### src/logic/rbs_pkg.sv
// Package of constants and types for the reset and brown-out sequencer.
package rbs_pkg;
	localparam int unsigned CLK_HZ = 10000000;
	localparam int unsigned PWRUP_DELAY_MS = 64;
	localparam int unsigned LFOSC_HZ = 31000;
	localparam int unsigned PWRUP_LF_TICKS = (LFOSC_HZ * PWRUP_DELAY_MS) / 1000;
	localparam int unsigned START_FOSC_CYCLES = 10;
	localparam int unsigned PIN_FILTER_CYCLES = 8;
	localparam logic [11:0] ADDR_BROWNOUT_CONTROL = 12'h000;
	localparam logic [11:0] ADDR_REVISION_ID = 12'h004;
	localparam logic [11:0] ADDR_RESET_CAUSE = 12'h008;
	localparam logic [11:0] ADDR_STATUS = 12'h00C;
	localparam int BC_SW_EN_BIT = 7;
	localparam int BC_FAST_START_BIT = 6;
	localparam int BC_READY_BIT = 0;
	localparam logic BC_SW_EN_RST = 1'b1;
	localparam logic BC_FAST_START_RST = 1'b0;
	localparam int RC_STACK_OVERFLOW_FLAG_BIT = 7;
	localparam int RC_STACK_UNDERFLOW_FLAG_BIT = 6;
	localparam int RC_WDT_BIT = 4;
	localparam int RC_PIN_BIT = 3;
	localparam int RC_RI_BIT = 2;
	localparam int RC_POR_BIT = 1;
	localparam int RC_BOR_BIT = 0;
	localparam logic [7:0] RC_WRITE_MASK = 8'hDF;
	localparam logic [7:0] RC_POR_VALUE = 8'h1C;
	localparam logic [1:0] BOR_MODE_ON = 2'h3;
	localparam logic [1:0] BOR_MODE_NOSLEEP = 2'h2;
	localparam logic [1:0] BOR_MODE_SW = 2'h1;
	localparam logic [1:0] BOR_MODE_OFF = 2'h0;
	localparam logic [13:0] REVISION_DEFAULT = 14'h2A5A;
	typedef enum logic [1:0] {RBS_POWERUP, RBS_WAIT, RBS_START, RBS_RUN} rbs_state_e;
endpackage

### src/logic/rbs_sequencer.sv
// Reset and brown-out sequencer with an APB register slave.
`timescale 1ns/1ns
module rbs_sequencer #(
	parameter int unsigned PWRUP_TICKS = rbs_pkg::PWRUP_LF_TICKS,
	parameter logic [13:0] REVISION = rbs_pkg::REVISION_DEFAULT
) (
	// Clock and reset.
	input wire logic pclk,
	input wire logic presetn,
	// APB slave.
	input wire logic psel,
	input wire logic penable,
	input wire logic pwrite,
	input wire logic [11:0] paddr,
	input wire logic [31:0] pwdata,
	output logic [31:0] prdata,
	output logic pready,
	output logic pslverr,
	// Configuration bits.
	input wire logic [1:0] brownout_mode_cfg,
	input wire logic powerup_delay_enable_n,
	input wire logic ext_reset_pin_enable,
	input wire logic lowvolt_program_enable,
	input wire logic lowpower_brownout_cfg,
	input wire logic stack_fault_reset_enable,
	// Supply monitors and power state.
	input wire logic por_active,
	input wire logic brownout_trip,
	input wire logic brownout_circuit_ready,
	input wire logic lowpower_brownout_trip,
	input wire logic program_mode_exit,
	input wire logic sleep_mode,
	input wire logic wake_request,
	input wire logic osc_ready,
	input wire logic lf_tick,
	// External reset pin.
	input wire logic ext_reset_pin_n,
	input wire logic pin_pullup_sw,
	// Core reset sources.
	input wire logic watchdog_timeout,
	input wire logic reset_instr,
	input wire logic stack_overflow,
	input wire logic stack_underflow,
	// Outputs.
	output logic core_reset_n,
	output logic brownout_enable,
	output logic bandgap_force_on,
	output logic lowpower_brownout_enable,
	output logic pin_reset_function,
	output logic pin_pullup_en,
	output logic pin_gpio_in,
	output logic wake_hold,
	output logic timeout_flag_n,
	output logic powerdown_flag_n
);
	import rbs_pkg::*;

	typedef struct packed {
		logic [1:0] por_sync;
		logic [1:0] bo_sync;
		logic [1:0] lbo_sync;
		logic [1:0] rdy_sync;
		logic [1:0] pin_sync;
		logic [1:0] tick_sync;
		logic [1:0] pgm_sync;
		logic tick_prev;
		logic pgm_prev;
		logic [3:0] filt_cnt;
		logic pin_low;
		logic [31:0] pwr_cnt;
		logic [3:0] start_cnt;
		rbs_state_e state;
		logic sw_en;
		logic fast_start;
		logic [7:0] cause;
		logic to_n;
		logic pd_n;
		logic rst_n;
		logic [31:0] rdata;
	} rbs_s;

	rbs_s s_q;
	rbs_s s_d;
	logic pin_en;
	logic bor_on;
	logic bor_req;
	logic wait_ready;
	logic power_event;
	logic soft_reset;
	logic pgm_exit;
	logic wr;
	logic rd;

	always_comb
	begin
		pin_en = lowvolt_program_enable | ext_reset_pin_enable;
		// Mode decode: always-on stays active asleep, no-sleep mode drops out; software mode uses the enable, asleep or not.
		case (brownout_mode_cfg)
			BOR_MODE_ON:
			begin
				bor_on = 1'b1;
			end
			BOR_MODE_NOSLEEP:
			begin
				bor_on = ~sleep_mode;
			end
			BOR_MODE_SW:
			begin
				bor_on = s_q.sw_en;
			end
			default:
			begin
				bor_on = 1'b0;
			end
		endcase
		wait_ready = (brownout_mode_cfg == BOR_MODE_ON) | (brownout_mode_cfg == BOR_MODE_NOSLEEP);
		// Software mode never waits for readiness, so a trip only counts once the circuit is ready.
		bor_req = (bor_on & s_q.bo_sync[1]
			& ((brownout_mode_cfg != BOR_MODE_SW) | s_q.rdy_sync[1]))
			| (lowpower_brownout_cfg & s_q.lbo_sync[1]);
		pgm_exit = s_q.pgm_sync[1] & ~s_q.pgm_prev;
		power_event = s_q.por_sync[1] | bor_req | pgm_exit;
		soft_reset = watchdog_timeout | reset_instr
			| (stack_fault_reset_enable & (stack_overflow | stack_underflow));
		wr = psel & penable & pwrite;
		rd = psel & ~penable & ~pwrite;
	end

	always_comb
	begin
		s_d = s_q;
		s_d.por_sync = {s_q.por_sync[0], por_active};
		s_d.bo_sync = {s_q.bo_sync[0], brownout_trip};
		s_d.lbo_sync = {s_q.lbo_sync[0], lowpower_brownout_trip};
		s_d.rdy_sync = {s_q.rdy_sync[0], brownout_circuit_ready};
		s_d.pin_sync = {s_q.pin_sync[0], ext_reset_pin_n};
		s_d.tick_sync = {s_q.tick_sync[0], lf_tick};
		s_d.pgm_sync = {s_q.pgm_sync[0], program_mode_exit};
		s_d.tick_prev = s_q.tick_sync[1];
		s_d.pgm_prev = s_q.pgm_sync[1];
		// A pin level must persist before it counts, so glitches never reset the core.
		if (s_q.pin_sync[1] == s_q.pin_low)
		begin
			s_d.filt_cnt = s_q.filt_cnt + 4'h1;
			if (s_q.filt_cnt == 4'(PIN_FILTER_CYCLES - 1))
			begin
				s_d.pin_low = ~s_q.pin_sync[1];
				s_d.filt_cnt = 4'h0;
			end
		end
		else
		begin
			s_d.filt_cnt = 4'h0;
		end
		case (s_q.state)
			RBS_POWERUP:
			begin
				s_d.rst_n = 1'b0;
				if (!power_event)
				begin
					if (powerup_delay_enable_n)
					begin
						s_d.state = RBS_WAIT;
					end
					else if (s_q.tick_sync[1] & ~s_q.tick_prev)
					begin
						s_d.pwr_cnt = s_q.pwr_cnt + 32'h1;
						if (s_q.pwr_cnt >= PWRUP_TICKS - 1)
						begin
							s_d.state = RBS_WAIT;
						end
					end
				end
			end
			RBS_WAIT:
			begin
				// Oscillator and brown-out waits run while the pin still holds reset.
				if (osc_ready && (!wait_ready || s_q.rdy_sync[1]))
				begin
					if (!(pin_en && s_q.pin_low))
					begin
						s_d.state = RBS_START;
						s_d.start_cnt = 4'h0;
					end
				end
			end
			RBS_START:
			begin
				s_d.start_cnt = s_q.start_cnt + 4'h1;
				if (s_q.start_cnt == 4'(START_FOSC_CYCLES - 1))
				begin
					s_d.state = RBS_RUN;
				end
				if (pin_en && s_q.pin_low)
				begin
					s_d.state = RBS_WAIT;
				end
			end
			RBS_RUN:
			begin
				s_d.rst_n = 1'b1;
				if (pin_en && s_q.pin_low)
				begin
					s_d.rst_n = 1'b0;
					s_d.state = RBS_WAIT;
					s_d.cause[RC_PIN_BIT] = 1'b0;
					s_d.pd_n = ~sleep_mode;
				end
				else if (soft_reset)
				begin
					s_d.rst_n = 1'b0;
					s_d.state = RBS_WAIT;
				end
			end
			default:
			begin
				s_d.state = RBS_POWERUP;
			end
		endcase
		if (s_q.state != RBS_RUN)
		begin
			s_d.rst_n = 1'b0;
		end
		if (wr)
		begin
			case (paddr)
				ADDR_BROWNOUT_CONTROL:
				begin
					s_d.sw_en = pwdata[BC_SW_EN_BIT];
					s_d.fast_start = pwdata[BC_FAST_START_BIT];
				end
				ADDR_RESET_CAUSE:
				begin
					s_d.cause = pwdata[7:0] & RC_WRITE_MASK;
				end
				default:
				begin
					// Writes to read-only or unmapped words are dropped without an error.
					s_d.sw_en = s_q.sw_en;
				end
			endcase
		end
		// Hardware events except the pin reset follow the software write, so a simultaneous one is kept.
		if (s_q.state == RBS_RUN && watchdog_timeout)
		begin
			s_d.cause[RC_WDT_BIT] = 1'b0;
			s_d.to_n = 1'b0;
			s_d.pd_n = ~sleep_mode;
		end
		if (s_q.state == RBS_RUN && reset_instr)
		begin
			s_d.cause[RC_RI_BIT] = 1'b0;
		end
		if (stack_fault_reset_enable && stack_overflow)
		begin
			s_d.cause[RC_STACK_OVERFLOW_FLAG_BIT] = 1'b1;
		end
		if (stack_fault_reset_enable && stack_underflow)
		begin
			s_d.cause[RC_STACK_UNDERFLOW_FLAG_BIT] = 1'b1;
		end
		if (bor_req)
		begin
			s_d.cause[RC_BOR_BIT] = 1'b0;
		end
		if (power_event)
		begin
			s_d.state = RBS_POWERUP;
			s_d.pwr_cnt = 32'h0;
			s_d.rst_n = 1'b0;
			s_d.to_n = 1'b1;
			s_d.pd_n = 1'b1;
		end
		if (s_q.por_sync[1] | pgm_exit)
		begin
			s_d.cause = RC_POR_VALUE;
			s_d.sw_en = BC_SW_EN_RST;
			s_d.fast_start = BC_FAST_START_RST;
		end
		s_d.rdata = 32'h0;
		if (rd)
		begin
			case (paddr)
				ADDR_BROWNOUT_CONTROL:
				begin
					s_d.rdata[BC_SW_EN_BIT] = s_q.sw_en;
					s_d.rdata[BC_FAST_START_BIT] = s_q.fast_start;
					s_d.rdata[BC_READY_BIT] = bor_on & s_q.rdy_sync[1];
				end
				ADDR_REVISION_ID:
				begin
					s_d.rdata[13:0] = REVISION;
				end
				ADDR_RESET_CAUSE:
				begin
					s_d.rdata[7:0] = s_q.cause;
				end
				ADDR_STATUS:
				begin
					s_d.rdata[3:0] = {s_q.to_n, s_q.pd_n, s_q.state};
				end
				default:
				begin
					// Unmapped words read as zero so software can probe safely.
					s_d.rdata = 32'h0;
				end
			endcase
		end
	end

	always_ff @(posedge pclk or negedge presetn)
	begin
		if (!presetn)
		begin
			s_q <= '0;
			s_q.pin_low <= 1'b0;
			s_q.state <= RBS_POWERUP;
			s_q.sw_en <= BC_SW_EN_RST;
			s_q.fast_start <= BC_FAST_START_RST;
			s_q.cause <= RC_POR_VALUE;
			s_q.to_n <= 1'b1;
			s_q.pd_n <= 1'b1;
		end
		else
		begin
			s_q <= s_d;
		end
	end

	assign prdata = s_q.rdata;
	assign pready = 1'b1;
	assign pslverr = 1'b0;
	assign core_reset_n = s_q.rst_n;
	assign brownout_enable = bor_on;
	assign bandgap_force_on = s_q.fast_start
		& ((brownout_mode_cfg == BOR_MODE_NOSLEEP) | (brownout_mode_cfg == BOR_MODE_SW));
	assign lowpower_brownout_enable = lowpower_brownout_cfg;
	assign pin_reset_function = pin_en;
	assign pin_pullup_en = pin_en ? 1'b1 : pin_pullup_sw;
	assign pin_gpio_in = s_q.pin_sync[1];
	assign wake_hold = wake_request & (brownout_mode_cfg == BOR_MODE_NOSLEEP)
		& ~s_q.rdy_sync[1];
	assign timeout_flag_n = s_q.to_n;
	assign powerdown_flag_n = s_q.pd_n;
endmodule

### config.mk
export PLATFORM = sky130hd
export DESIGN_NAME = rbs_sequencer
export DESIGN_NICKNAME = d
export VERILOG_FILES = /design/src/logic/rbs_pkg.sv /design/src/logic/rbs_sequencer.sv
export SDC_FILE = /design/constraint.sdc
export NUM_CORES = 1
export LEC_CHECK = 0
export ABC_AREA = 1
export BUFFER_PORTS_ARGS = -buffer_cell sky130_fd_sc_hd__buf_2
export CELL_PAD_IN_SITES_DETAIL_PLACEMENT = 1
export CELL_PAD_IN_SITES_GLOBAL_PLACEMENT = 1
export CORE_MARGIN = 1
export CORE_UTILIZATION = 42
export CTS_CLUSTER_DIAMETER = 150
export DETAILED_ROUTE_END_ITERATION = 10
export GPL_ROUTABILITY_DRIVEN = 0
export GPL_TIMING_DRIVEN = 0
export PLACE_DENSITY_LB_ADDON = 0.1
export SETUP_SLACK_MARGIN = 0.5
export SYNTH_ARGS = -nofsm -noshare
export SYNTH_HDL_FRONTEND = slang
export SYNTH_SLANG_ARGS = --single-unit
### constraint.sdc
create_clock -name pclk -period 4.3 [get_ports pclk]
set_input_delay 0.43 -clock pclk [delete_from_list [all_inputs] [get_ports pclk]]
set_output_delay 0.43 -clock pclk [all_outputs]
set_load 0.02 [all_outputs]
-- After elaboration in Yosys (flattened, before gate mapping)
Index checks and enable logic that the tools add are counted.
- add/subtract/negate cells: 3
- order comparisons: 1
- eq/ne operators: 23
- muxes and demuxes: 46
- bitwise operators: 32
- reduce and logical (&&, ||, !) cells: 42
- operators by type and width (kind ; count):
    32-bit two-way mux ; 4
    3-bit nonzero test ; 12
    32-bit by 1-bit adder with 32-bit output (second input constant) ; 1
    32-bit by 11-bit greater-or-equal comparator with 1-bit output (second input constant) ; 1
    12-bit by 4-bit == test with 1-bit output (second input constant) ; 2
    10-bit two-way mux ; 2
    2-bit two-way mux ; 9
    6-bit two-way mux ; 3
    2-bit AND reduction ; 9
    4-bit != test (second input constant) ; 4
    1-bit two-way mux ; 15
    1-bit bitwise AND ; 14
    14-bit two-way mux ; 1
    2-bit nonzero test ; 7
    12-bit by 3-bit == test with 1-bit output (second input constant) ; 1
    12-bit logical NOT ; 1
    1-bit OR ; 11
    3-bit one-hot mux with 3 select lines ; 1
    4-bit by 1-bit adder with 4-bit output (second input constant) ; 2
    2-bit == test (second input constant) ; 4
    8-bit two-way mux ; 1
    2-bit one-hot mux with 4 select lines ; 1
    4-bit one-hot mux with 2 select lines ; 1
    1-bit NOT ; 7
    21 further kinds ; 33
- register bits: 104
- input port bits: 71
- output and inout port bits: 44

-- Logic depth before layout (Yosys ltp)
- depth in word-level cells: 9
- gate-level depth with buffers: 13

-- Least setup slack after synthesis
Ideal clock, no wire load.
- path type: input to register
- start point: input brownout_mode_cfg[1]
- end point: register s_q[55] in the netlist's numbering
- library setup time: 0.127 ns
- data arrival time: 1.460 ns
- setup slack: 2.713 ns
- stages on the path: 12
- path buffers: 2
- cells stage by stage: inv_1 ha_1 a21boi_1 nand3b_1 nand2_1 inv_2 nand2_2 buf_6 inv_4 buf_6 nand2_1 o31ai_1
- word-level cells in the longest chain between the ends: 9
- elaborated cells on any way between the ends: 16
- classes of those cells: 5 x eq/ne; 2 x mux; 6 x bitwise; 3 x reduce/logical
- ends and longest elaborated chain (what ; line ; text):
    start, declared ; rbs_sequencer.sv:20 ; input wire logic [1:0] brownout_mode_cfg,
    2-bit by 1-bit == test with 1-bit output or 2-bit == test (tied branches) ; rbs_sequencer.sv:98 ; case (brownout_mode_cfg)
    1-bit one-hot mux with 3 select lines ; rbs_sequencer.sv:98 ;
    1-bit bitwise AND ; rbs_sequencer.sv:118 ; bor_req = (bor_on & s_q.bo_sync[1]
    1-bit bitwise AND (*) ; rbs_sequencer.sv:119 ; & ((brownout_mode_cfg != BOR_MODE_SW) | s_q.rdy_sync[1]))
    1-bit OR (*) ; rbs_sequencer.sv:120 ; | (lowpower_brownout_cfg & s_q.lbo_sync[1]);
    1-bit OR (*) (2 in series) ; rbs_sequencer.sv:122 ; power_event = s_q.por_sync[1] | bor_req | pgm_exit;
    2-bit by 1-bit != test with 1-bit output (no line) or 2-bit nonzero test (tied branches) ; - ;
    3-bit AND reduction (no line) ; - ;
    end, declared ; rbs_sequencer.sv:82 ; rbs_s s_q;
Every way passes the cells marked *; elsewhere a longest branch is shown, timed or not.
A chain may end at the register's enable or synchronous reset.

-- Worst setup path in the final report
- start point: register s_q[45] in the netlist's numbering
- end point: register s_q[52] in the netlist's numbering
- word-level cells in the longest chain between the ends: 3
- ends and longest elaborated chain (what ; line ; text):
    2-bit logical NOT ; rbs_sequencer.sv:155 ; case (s_q.state)
    2-bit nonzero test (no line) ; - ;
    3-bit AND reduction (no line) ; - ;
No other way between the ends.

==> results by group <==
Outcome
  – Status: complete, no violations

Pwr
  – Comb pwr share: 0.139
  – Internal cell power: 1.09 mW
  – Power share of the clock group: 0.336
  – Static Leak: 2.65 nW
  – Pwr per Cell Area: between 200 and 300 nW/um^2
  – Power Total: around 1.5 mW
  – Reg power frac: 0.525
  – Psw: approximately 450 uW
  – Switching fraction of total power: 0.292
  – VDD IR max: ~0.16 mV

Timing
  – Setup Skew: roughly 10 ps
  – Period minus WS final: 1960 ps
  – FMAX: 510 MHz
  – Tcrit/Tclk final: 0.456
  – RSZ-0062 raised after global routing: no
  – Final setup violation count: 0
  – Max Slew Vio Count: 0
  – Final setup margin: ~2300 ps
  – Endpoints failing hold: 0
  – Setup TNS: 0 ps

Detailed routing
  – Vias/cell: approximately 5
  – Vias: about 4300
  – Post-Route WL: ~13 mm
  – DRT antenna net count: 0
  – Wire per inst: 15.2 um
  – Router iterations before antenna repair: 4
  – Detailed-route DRC error count: 0
  – DRT iter0 DRCs: between 100 and 150

Yosys
  – Top-area cell type share of the netlist area: 0.395
  – Mapped Cells: ~610
  – Yosys cell types: 42
  – Ys async rst share: 1.00
  – Yosys warning total: 0
  – Synth top area cells: dfrtp_1, nand2_1, nor2_1
  – Synthesized area: ~4700 sq um
  – Post-synth EDFFs: 0
  – Avg Inst Size Synth: approximately 7.7 sq um
  – Synth Register Bits: 80
  – Synth Flop Type: dfrtp_1
  – Share of the yosys chip area belonging to registers: 0.429
  – Area leader, netlist: dfrtp_1

Finish
  – Layout Nets: approximately 790
  – Most frequent cells in the layout: nand2_1, nor2_1, dfrtp_1
  – Number of fill cells: ~1400
  – Area Growth Syn to Fin: 17.1%
  – Commonest non-fill, non-tap cell in the layout: nand2_1
  – Multi-input logic area: 2190 sq um
  – Layout cells sized above 1: 0.231
  – Reg area: 2010 sq um
  – Ant. Diodes: 0
  – Post-route cell area: about 5500 sq um
  – Fin util: 0.507

Floorplan
  – I/O pins: roughly 120
  – Die H: around 110 um
  – Core area: approximately 11000 sq um
  – Die ar.: between 10000 and 15000 sq um
  – Initial core utilization: 0.432
  – Chip width: 108 um
  – Row count: 38

Global routing
  – Total track usage: 0.243
  – Antenna violations before repair: 0
  – Vias in the first global route: ~4400
  – Global-route wire length before repair: between 20 and 25 mm
  – Largest net degree at the start of global routing: 63
  – Total gr overflow: 0

Clock tree
  – CTS tree: built
  – Postcts setup bufs: 0
  – Clk slew on worst S/H paths: roughly 90 ps
  – Root Driver: clkbuf_8
  – Htree depth: 3
  – # clock sinks: 80
  – Post-CTS Resized: 0
  – TritonCTS buffer count: 9
  – Bufs on Longest Clock Path: 2
  – Worst skew pair latency: approximately 360 ps

Worst setup path
  – CP top delay family: buffers and inverters
  – Crit-path max FO: 10
  – Crit path DAT: 2240 ps
  – Worst setup SP type: flip-flop
  – Crit-path slowest cell: dfrtp_1
  – CP bufs+invs: 3
  – Worst Setup End Kind: flip-flop
  – Ordered list of cells on the worst path: inv_1 > ha_1 > nand2_1 > nor3_1 > buf_2 > buf_2 > nand2_1 > a21oi_1
  – WS Path Type: reg -> reg
  – CP peak stage delay: between 400 and 500 ps
  – CP required: 4580 ps

Placed design
  – Area post-placement: about 5300 sq um
  – Port buffer count: 66
  – Pre-CTS setup slack: between 2000 and 2500 ps
  – Hpwl dp: approximately 10 mm

Hold path
  – HP Class: in -> reg

Run
  – Max Cap Viol: 0
==> through the flow <==
step	instances	hold WS, ps
after floorplan	631	134
after global placement	837	333
after detailed placement	838	334
after CTS	855	158
after global routing	855	149
final	855	167
==> path summary, 6_finish.rpt <==
kind	from	end	slack, ps	cells past startpoint
max	s_q[45]	s_q[52]	2340	8
min	lf_tick	s_d[93]	170	1
max reg2reg	s_q[45]	s_q[52]	2340	8
min reg2reg	s_d[103]	s_q[103]	360	0
max in group asynchronous	presetn	powerdown_flag_n	3190	3
min in group asynchronous	presetn	prdata[11]	490	2
==> final cells by class <==
cell class	instances	share of cell area
well taps	140	0.0319
clock buffers	13	0.0271
inverters	60	0.0415
multi-input cells	446	0.400
repair buffers	68	0.0674
plain buffers	45	0.0617
flip-flops and latches	80	0.366
clock inverters	3	0.00478
==> flip-flops by register name (all words and copies together), names as in the netlist <==
name	count
powerdown_flag_n	1
core_reset_n	1
s_q	58
timeout_flag_n	1
pin_gpio_in	1
prdata	9
s_d	9
==> power by group through the flow <==
stage	Clock [mW]	Combinational, mW	Sequential [mW]
CTS	0.533	0.218	0.812
detailed placement	0	0.215	0.827
floorplan	0	0.134	0.818
global placement	0	0.203	0.823
finish	0.520	0.214	0.811
global route	0.564	0.241	0.815
==> layer usage <==
metal,wire (um),vias up,global-route usage
li1,-,2115,-
met1,5910,2073,0.314
met2,6310,86,0.412
met3,570,18,0.0387
met4,213,0,0.0881
met5,0,-,0
==> cells by family (layout without fill, tap and decap cells) <==
family | after synthesis | count (layout) | share of synthesized area
buffers and inverters | 105 | 189 | 0.121
adder cells (fa/ha/maj) | 12 | 12 | 0.0320
AND/OR/NAND/NOR | 331 | 331 | 0.316
other | 2 | 24 | 0.00160
XOR/XNOR | 10 | 10 | 0.0187
AO/OA/AOI/OAI | 69 | 69 | 0.0819
flip-flops | 80 | 80 | 0.429
==> Yosys cell counts (2+ instances only) <==
master and number:
nand3_1 42, buf_2 4, conb_1 2, nor2_1 77, nand4_1 19, a31oi_1 7
or2_2 2, nor2_2 5, ha_1 12, nor2_4 3, nand2_1 152, dfstp_2 6
nor3_1 15, inv_1 50, o31ai_1 3, nor3_2 2, xnor2_1 2, nand2_2 6
inv_2 9, a21oi_1 15, nor3b_2 2, buf_6 3, o21ai_1 21, o21ai_0 15
xor2_1 8, dfrtp_1 74, buf_4 38
==> what timing repair did <==
action / CTS / global route
setup endpoints to repair: 0 / 0
hold endpoints to repair: 17 / 0
hold buffers: 1 / 0
Note: power is estimated with default switching activity, not from simulation.
